### config.mk
export PLATFORM = sky130hd
export DESIGN_NAME = bci_unit
export DESIGN_NICKNAME = d
export VERILOG_FILES = /design/src/core/bci_pkg.sv /design/src/core/bci_unit.sv
export VERILOG_INCLUDE_DIRS = /design/src /design/src/core
export SDC_FILE = /design/constraint.sdc
export NUM_CORES = 2
export LEC_CHECK = 0
export ABC_AREA = 1
export BUFFER_PORTS_ARGS = -buffer_cell sky130_fd_sc_hd__buf_4
export CAP_MARGIN = 5
export CORE_ASPECT_RATIO = 1.1
export CORE_MARGIN = 3
export CORE_UTILIZATION = 33
export CTS_CLUSTER_SIZE = 40
export DETAILED_ROUTE_END_ITERATION = 8
export PLACE_DENSITY = 0.54
export SLEW_MARGIN = 10
export SYNTH_ARGS = -nofsm -noshare
export SYNTH_HDL_FRONTEND = slang
export SYNTH_SLANG_ARGS = --single-unit
### constraint.sdc
create_clock -name I_CLK -period 34.5 [get_ports I_CLK]
set_input_delay 0 -clock I_CLK [delete_from_list [all_inputs] [get_ports I_CLK]]
set_output_delay 0 -clock I_CLK [all_outputs]
set_load 0.05 [all_outputs]
### src/core/bci_consts.svh
`ifndef BCI_CONSTS_SVH
`define BCI_CONSTS_SVH

// ==========================================================
// function codes
`define BCI_FC_W          8
`define BCI_FC_SECTION    8'h02
`define BCI_FC_SECT_CLR   8'h03
`define BCI_FC_LATCH      8'h0b
`define BCI_FC_RISE       8'h0d
`define BCI_FC_FALL       8'h0e
`define BCI_FC_OUT        8'h40
`define BCI_FC_OUT_NOT    8'h41

// ==========================================================
// data areas and reset values
`define BCI_AREA_W        2
`define BCI_AREA_INT      2'h0
`define BCI_AREA_RET      2'h1
`define BCI_AREA_AUX      2'h2
`define BCI_AREA_BAD      2'h3
`define BCI_BIT_RST       1'h0
`define BCI_PC_STEP       1

`endif

### src/core/bci_pkg.sv
package bci_pkg;
`include "bci_consts.svh"

  // instruction function codes
  typedef enum logic [`BCI_FC_W-1:0] {
    BCI_F_SECTION  = `BCI_FC_SECTION,
    BCI_F_SECT_CLR = `BCI_FC_SECT_CLR,
    BCI_F_LATCH    = `BCI_FC_LATCH,
    BCI_F_RISE     = `BCI_FC_RISE,
    BCI_F_FALL     = `BCI_FC_FALL,
    BCI_F_OUT      = `BCI_FC_OUT,
    BCI_F_OUT_NOT  = `BCI_FC_OUT_NOT
  } bci_func_type;

  // operand data areas
  typedef enum logic [`BCI_AREA_W-1:0] {
    BCI_A_INT = `BCI_AREA_INT,
    BCI_A_RET = `BCI_AREA_RET,
    BCI_A_AUX = `BCI_AREA_AUX,
    BCI_A_BAD = `BCI_AREA_BAD
  } bci_area_type;

  // scan phase
  typedef enum logic [0:0] {
    BCI_S_IDLE = 1'b0,
    BCI_S_RUN  = 1'b1
  } bci_state_type;

endpackage : bci_pkg

### src/core/bci_unit.sv
// ==========================================================
// Contract
// - rising pulse: bit on one scan
// - falling pulse: bit on one scan, condition on before, off now
// - next execution turns pulse bit off
// - latch set line on forces bit on unless reset line is also on
// - latch reset line forces off, holds when both lines are off
// - latch holds value inside closed section
// - earlier line is set, later is reset
// - self-holding output drops in closed section
// - output stores condition, readable same scan
// - operands in internal, retentive, auxiliary areas
// - work bits never reach output pins
// - codes 13 rise, 14 fall, 11 latch
// - single bit operand ends each line
// - closed section runs with conditions off
// - instructions executed in program order
`timescale 1ns/10ps
`include "bci_consts.svh"

module bci_unit #(
  parameter int AREA_BITS = 256,
  parameter int PROG_LEN  = 256,
  parameter int OUT_BITS  = 16
) (
  // clock and reset
  input  wire logic                          I_CLK,
  input  wire logic                          I_RST,
  // scan framing
  input  wire logic                          I_SCAN_START,
  input  wire logic                          I_SCAN_END,
  // instruction stream
  input  wire logic                          I_EXEC,
  input  wire bci_pkg::bci_func_type         I_FUNC,
  input  wire bci_pkg::bci_area_type         I_AREA,
  input  wire logic [$clog2(AREA_BITS)-1:0]  I_ADDR,
  input  wire logic                          I_COND,
  input  wire logic                          I_COND_RESET,
  // condition read port
  input  wire bci_pkg::bci_area_type         I_RD_AREA,
  input  wire logic [$clog2(AREA_BITS)-1:0]  I_RD_ADDR,
  output logic                               O_RD_BIT,
  // status and pins
  output logic [OUT_BITS-1:0]                O_EXT_OUT,
  output logic [$clog2(PROG_LEN)-1:0]        O_PC,
  output logic                               O_SECTION_CLOSED,
  output logic                               O_RUN,
  output logic                               O_SCAN_DONE,
  output logic                               O_ERR
);
  import bci_pkg::*;

  localparam int AW = $clog2(AREA_BITS);
  localparam int PW = $clog2(PROG_LEN);

  // ==========================================================
  // state
  bci_state_type              state_reg, state_next;
  logic [AREA_BITS-1:0]       int_reg, int_next;
  logic [AREA_BITS-1:0]       ret_reg, ret_next;
  logic [AREA_BITS-1:0]       aux_reg, aux_next;
  logic [PROG_LEN-1:0]        hist_reg, hist_next;
  logic [PW-1:0]              pc_reg, pc_next;
  logic                       closed_reg, closed_next;
  logic                       rd_reg, rd_next;
  logic [OUT_BITS-1:0]        ext_reg, ext_next;
  logic                       done_reg, done_next;
  logic                       err_reg, err_next;

  // working values of the current instruction
  logic                       cond_eff;
  logic                       rst_eff;
  logic                       cur_bit;
  logic                       new_bit;
  logic                       wr_en;
  logic                       valid_area;
  logic                       prev_cond;
  logic                       end_take;
  logic                       step_take;
  logic                       bit_instr;

  // ==========================================================
  // operand bit currently stored
  always_comb begin
    case (I_AREA)
      BCI_A_INT: cur_bit = int_reg[I_ADDR];
      BCI_A_RET: cur_bit = ret_reg[I_ADDR];
      BCI_A_AUX: cur_bit = aux_reg[I_ADDR];
      default:   cur_bit = `BCI_BIT_RST;
    endcase
  end

  // ==========================================================
  // instruction evaluation
  always_comb begin
    valid_area = (I_AREA != BCI_A_BAD);
    prev_cond  = hist_reg[pc_reg];
    cond_eff   = I_COND & ~closed_reg;
    rst_eff    = I_COND_RESET & ~closed_reg;
    new_bit    = cur_bit;
    wr_en      = 1'b0;
    case (I_FUNC)
      BCI_F_OUT: begin
        new_bit = cond_eff;
        wr_en   = 1'b1;
      end
      BCI_F_OUT_NOT: begin
        new_bit = ~cond_eff;
        wr_en   = 1'b1;
      end
      BCI_F_RISE: begin
        new_bit = cond_eff & ~prev_cond;
        wr_en   = 1'b1;
      end
      BCI_F_FALL: begin
        new_bit = ~cond_eff & prev_cond;
        wr_en   = 1'b1;
      end
      BCI_F_LATCH: begin
        wr_en = 1'b1;
        // raw lines gated; reset wins over set, bit holds when both are off
        if (rst_eff) begin
          new_bit = 1'b0;
        end else if (cond_eff) begin
          new_bit = 1'b1;
        end else begin
          new_bit = cur_bit;
        end
      end
      default: begin
        new_bit = cur_bit;
        wr_en   = 1'b0;
      end
    endcase
  end

  // ==========================================================
  // step qualifiers shared by the groups below
  // scan end wins over a step in the same cycle
  always_comb begin
    end_take  = (state_reg == BCI_S_RUN) && I_SCAN_END;
    step_take = (state_reg == BCI_S_RUN) && !I_SCAN_END && I_EXEC;
    bit_instr = (I_FUNC == BCI_F_OUT) || (I_FUNC == BCI_F_OUT_NOT) ||
                (I_FUNC == BCI_F_RISE) || (I_FUNC == BCI_F_FALL) ||
                (I_FUNC == BCI_F_LATCH);
  end

  // ==========================================================
  // read port next value
  // sees writes of earlier cycles only, never the one in flight
  always_comb begin
    case (I_RD_AREA)
      BCI_A_INT: rd_next = int_reg[I_RD_ADDR];
      BCI_A_RET: rd_next = ret_reg[I_RD_ADDR];
      BCI_A_AUX: rd_next = aux_reg[I_RD_ADDR];
      default:   rd_next = `BCI_BIT_RST;
    endcase
  end

  // ==========================================================
  // scan control next values
  always_comb begin
    state_next  = state_reg;
    pc_next     = pc_reg;
    closed_next = closed_reg;
    ext_next    = ext_reg;
    done_next   = 1'b0;
    err_next    = err_reg;
    case (state_reg)
      BCI_S_IDLE: begin
        if (I_SCAN_START) begin
          state_next  = BCI_S_RUN;
          pc_next     = '0;
          closed_next = 1'b0;
          err_next    = 1'b0;
        end
      end
      BCI_S_RUN: begin
        if (end_take) begin
          ext_next    = int_reg[OUT_BITS-1:0];
          done_next   = 1'b1;
          closed_next = 1'b0;
          state_next  = BCI_S_IDLE;
        end else if (step_take) begin
          // one instruction per step, in order
          pc_next = pc_reg + PW'(`BCI_PC_STEP);
          // history is per step, so running off the end is flagged
          if (pc_reg == PW'(PROG_LEN - 1)) begin
            err_next = 1'b1;
          end
          case (I_FUNC)
            BCI_F_SECTION: begin
              // nested sections: any closed one wins
              closed_next = closed_reg | ~I_COND;
            end
            BCI_F_SECT_CLR: begin
              closed_next = 1'b0;
            end
            BCI_F_OUT, BCI_F_OUT_NOT, BCI_F_RISE, BCI_F_FALL,
            BCI_F_LATCH: begin
              if (!valid_area) begin
                err_next = 1'b1;
              end
            end
            default: begin
              err_next = 1'b1;
            end
          endcase
        end
      end
      default: begin
        state_next = BCI_S_IDLE;
      end
    endcase
  end

  // ==========================================================
  // bit store next values
  // a closed section still writes, with the gated condition
  always_comb begin
    int_next  = int_reg;
    ret_next  = ret_reg;
    aux_next  = aux_reg;
    hist_next = hist_reg;
    if (step_take && bit_instr) begin
      // history keeps the gated condition seen
      hist_next[pc_reg] = cond_eff;
      // any bit area takes the write
      if (wr_en && I_AREA == BCI_A_INT) begin
        int_next[I_ADDR] = new_bit;
      end
      if (wr_en && I_AREA == BCI_A_RET) begin
        ret_next[I_ADDR] = new_bit;
      end
      if (wr_en && I_AREA == BCI_A_AUX) begin
        aux_next[I_ADDR] = new_bit;
      end
    end
  end

  // ==========================================================
  // scan control registers
  always_ff @(posedge I_CLK or posedge I_RST) begin
    if (I_RST) begin
      state_reg  <= BCI_S_IDLE;
      pc_reg     <= '0;
      closed_reg <= 1'b0;
      ext_reg    <= '0;
      done_reg   <= 1'b0;
      err_reg    <= 1'b0;
    end else begin
      state_reg  <= state_next;
      pc_reg     <= pc_next;
      closed_reg <= closed_next;
      ext_reg    <= ext_next;
      done_reg   <= done_next;
      err_reg    <= err_next;
    end
  end

  // ==========================================================
  // bit store registers; every area clears at power-on
  always_ff @(posedge I_CLK or posedge I_RST) begin
    if (I_RST) begin
      int_reg  <= '0;
      ret_reg  <= '0;
      aux_reg  <= '0;
      hist_reg <= '0;
    end else begin
      int_reg  <= int_next;
      ret_reg  <= ret_next;
      aux_reg  <= aux_next;
      hist_reg <= hist_next;
    end
  end

  // ==========================================================
  // read port register
  always_ff @(posedge I_CLK or posedge I_RST) begin
    if (I_RST) begin
      rd_reg <= `BCI_BIT_RST;
    end else begin
      rd_reg <= rd_next;
    end
  end

  // ==========================================================
  // outputs straight from flip-flops
  assign O_RD_BIT         = rd_reg;
  assign O_EXT_OUT        = ext_reg;
  assign O_PC             = pc_reg;
  assign O_SECTION_CLOSED = closed_reg;
  assign O_RUN            = state_reg;
  assign O_SCAN_DONE      = done_reg;
  assign O_ERR            = err_reg;

endmodule : bci_unit

==> impl_summary.md <==
Run status
The run finished with clean final reports.

Global route
The largest net degree at the start of global routing is 210. The number of global-route vias before repair is 61,060. Summed over all layers, the global routing overflow is 0. The first global-routing pass estimated 384,800 µm of wire. The number of antenna violations at the first check in global routing is 5.

The total routing usage reported by global routing is 24.81%.

Synthesis
The post-synthesis sequential area ratio is 41.36%. The synthesized area divided by synthesized cell count is 6.425 µm². By area the synthesized netlist is led by sky130_fd_sc_hd__dfrtp_1 41%, sky130_fd_sc_hd__nand2_1 24%, sky130_fd_sc_hd__o21ai_0 9.8%, sky130_fd_sc_hd__nor2_1 9.0%, sky130_fd_sc_hd__nand3_1 3.6%. The area share of the leading cell type in the synthesized netlist is 41.36%. The cell taking the most area after synthesis is sky130_fd_sc_hd__dfrtp_1. The synthesized design contains 1,053 register bits.

In this run the cell area of the synthesized design comes to between 60,000 and 70,000 µm². The total nets after synthesis is 9,954. The gate count of the mapped netlist is 9,915. During synthesis, Yosys emitted a total of 0 warnings. The number of distinct library cells after synthesis is 30.

STA
Setup violations remaining at the end of the flow were counted as 0. The setup skew after layout is 35.79 ps. The total negative slack is 0 ps. Final hold analysis gives a worst-case slack of about 68 ps. In the finished design, the share of the clock period the worst path needs comes to about a fifth.

The count of final max-slew check failures came to 0. The slew at the pin closest to its max-slew limit is 1199 ps. Based on the critical path, the design can be clocked at up to between 100 and 150 MHz. The clock period could shrink to roughly 7200 ps.

Measured against its own limit, the worst slew margin works out to 20.06%. Setup repair after global routing left no endpoint under its margin. The final number of hold-violating endpoints is 0.

Routing
After detailed routing, the total wire length is 252,900 µm. The detailed-route wire length per cell is about 21 µm. In the routed layout, each cell is associated on average with a via count of 5.405. The routed layout has 66,070 vias. The first TritonRoute pass finished after 8 iterations.

The number of design-rule violations left by the first detailed-router iteration is 7,415. After detailed routing, the number of remaining DRC violations is 0. The detail route stage leaves a number of antenna-violating nets equal to 0.

Critical path
In this run the critical register-to-register path is launched from O_PC[0]$_DFFE_PP0P_. The critical path is of the reg2reg type. In this run the worst setup path begins at O_PC[0]$_DFFE_PP0P_. The worst-path cell with the longest stage delay is sky130_fd_sc_hd__buf_4. Following the worst setup path forward leads to its endpoint at ret_reg[0]$_DFFE_PP0P_.

The critical path runs through a total of 19 cells. The setup check on the worst reg-to-reg path leaves a slack of 27,260 ps. The required arrival time at the worst endpoint is approximately 35,000 ps. STA classifies the critical path startpoint as a flip-flop. The cell family contributing the most delay on the critical path is buffers and inverters. In this design, the stage delay of the slowest critical-path cell is between 900 and 1000 ps. The arrival time reported for the critical path endpoint is 7960 ps.

The signal on the critical path passes through clkinv_2 -> buf_4 -> nor2_1 -> o21ai_0 -> nand2_1 -> nand4_1 -> nand2_1 -> nand2_1 -> nor2_1 -> nor2_1 -> nor2_1 -> nand3_1 -> nand2_1 -> nand3_1 -> nand2_4 -> buf_12 -> buf_4 -> nand2_1 -> nand2_1. The capture point of the worst reg-to-reg path is ret_reg[0]$_DFFE_PP0P_. The endpoint type of the worst setup path is a flip-flop. The number of cells on the worst reg-to-reg path is 19. The critical path contains buffers and inverters numbering 4 combined. The most frequent cell on the critical path is sky130_fd_sc_hd__nand2_1. Of all nets on the critical path, the largest fanout is 204.

Clock network
The source-to-sink clock delay at the later pin of the worst-skew pair is ~800 ps. The clock tree root driver cell is sky130_fd_sc_hd__clkbuf_16. The total number of clock tree sinks is 1,053. The clock edge transition at the registers on the reported setup and hold paths is 60 ps. The buffer levels on the longest clock path is 3. Buffers inserted during clock tree synthesis total approximately 130. TritonCTS built the clock tree. The CTS H-tree depth is 4.

The post-cts sizing count is 0.

Flow run
The count of maximum capacitance violations is 0.

Min path
The kind of path behind the tightest hold check is in2reg.

Placement
The total of buffers placed on input and output ports is 63. The half-perimeter wire length after detailed placement is roughly 150,000 µm. In this run, placement finished with an instance count of roughly 12,000. The congestion estimate from routability-driven global placement came to between 0.8 and 0.9.

Die
The initial core utilization is between 30% and 40%. The floorplan core area is 191,300 µm². The site row count is 168.

The floorplan step defined a die boundary enclosing 198,400 µm². The width of the die is about 420 µm. The die height is 466.8 µm.

64 I/O pins were placed.

Power
The power after layout is about 3 mW. The worst ir drop on vdd is 0.03547 mV. Summed over all cells, the static leakage comes to 34.48 nW. The power per standard cell area is 42.70 nW/µm².

Final layout
The number of nets in the layout is 9,606. Leaving out filler cells and counting taps, the final layout contains 12,220. The share of post-route cells with drive strength above 1 is 4.976%. The area growth from synthesis to layout is 10.20%.

The number of inserted filler cells in the final layout is 20,440.
-- layout make-up --
type,instances,area (µm²),area share (%)
Antenna cell,6,15.01,0.02139
Clock buffer,195,3822,5.445
Clock inverter,40,538.0,0.7664
Inverter,321,1244,1.772
Multi-Input combinational cell,7852,33300,47.43
Sequential cell,1053,26360,37.54
Tap cell,2550,3191,4.545
Timing Repair Buffer,206,1737,2.474
-- worst min-delay path by stage --
stage	from	endpoint	cells after the start
CTS	I_AREA[0]	int_reg[165]$_DFFE_PP0P_	6
floorplan	I_SCAN_END	O_RUN$_DFF_PP0_	1
finish	I_AREA[0]	int_reg[143]$_DFFE_PP0P_	6
global route	I_AREA[0]	int_reg[165]$_DFFE_PP0P_	6
detailed placement	I_RST	O_EXT_OUT[5]$_DFFE_PP0P_	2
global placement	I_RST	O_EXT_OUT[5]$_DFFE_PP0P_	2
-- placed cells by master (no fill, tap or decap), types with 21 or more instances in the layout --
cell type and n:
sky130_fd_sc_hd__mux2_2 44, sky130_fd_sc_hd__nor2_4 21, sky130_fd_sc_hd__clkbuf_1 37, sky130_fd_sc_hd__o21ai_1 42, sky130_fd_sc_hd__nor2_1 1503, sky130_fd_sc_hd__inv_1 300
sky130_fd_sc_hd__nand3_1 453, sky130_fd_sc_hd__o22ai_1 189, sky130_fd_sc_hd__clkbuf_16 134, sky130_fd_sc_hd__a21oi_1 246, sky130_fd_sc_hd__buf_4 176, sky130_fd_sc_hd__o211ai_1 24
sky130_fd_sc_hd__nand2_1 3995, sky130_fd_sc_hd__clkbuf_8 25, sky130_fd_sc_hd__dfrtp_1 1051, sky130_fd_sc_hd__nand4_1 57, sky130_fd_sc_hd__o21ai_0 1251
-- synth_stat cells, drive strengths merged --
cell type and instances:
a2111oi 1, a21oi 246, a221oi 1, buf 223, clkbuf 466, clkinv 7
dfrtp 1053, ha 4, inv 314, mux2 44, nand2 3997, nand3 456
nand4 57, nor2 1529, nor3 2, nor4 5, o211ai 24, o21ai 1293
o21bai 1, o22ai 189, o311ai 1, o31ai 1, or2 1
-- worst min-delay path: cells and delay by family --
| kind | cells | cell delay, ps |
|---|---|---|
| and+or+nand+nor | 5 | 680 |
| buffers and inverters | 1 | 130 |
-- metrics by stage --
stage / utilization (%) / cell area (µm²) / setup WS [ps]
6_report: 36.70 / 70200 / 27260
5_1_grt: 36.70 / 70190 / 26840
4_1_cts: 36.69 / 70180 / 27510
3_5_place_dp: 34.33 / 65660 / 26910
3_3_place_gp: 34.33 / 65660 / 27010
2_1_floorplan: - / 63700 / 4861
-- routing by layer --
metal,up-vias,routed length (µm),part of all wire [%],track usage (%)
met2,2969,113300,45,38.95
met4,2,11200,4.4,10.62
met1,31490,107200,42,33.48
met5,-,13,0.0051,0
met3,591,21160,8.4,4.402
li1,31010,-,-,-
-- report_power, final --
part	internal (mW)	leakage [nW]	total, mW	switching, mW
sequential	1.24	13.7	1.25	0.00999
clock	0.827	2.14	1.43	0.601
combinational	0.0652	18.7	0.323	0.258
-- cells by family (layout without fill, tap and decap cells) --
family / after synthesis / count (layout) / synth area share (%)
other cells: 0 / 6 / 0
buf+inv: 1010 / 762 / 6.686
simple gates: 6047 / 6047 / 36.80
mux: 44 / 44 / 0.7778
fa+ha+maj: 4 / 4 / 0.07857
compound gates: 1757 / 1757 / 14.29
flops: 1053 / 1053 / 41.36
-- what timing repair did --
action | 4_1_cts | 5_1_grt
endpoints found under the hold margin | 132 | 0
hold buffers | 16 | 0
setup buffers | 0 | 0
No activity file was read; power rests on OpenSTA's default activity.
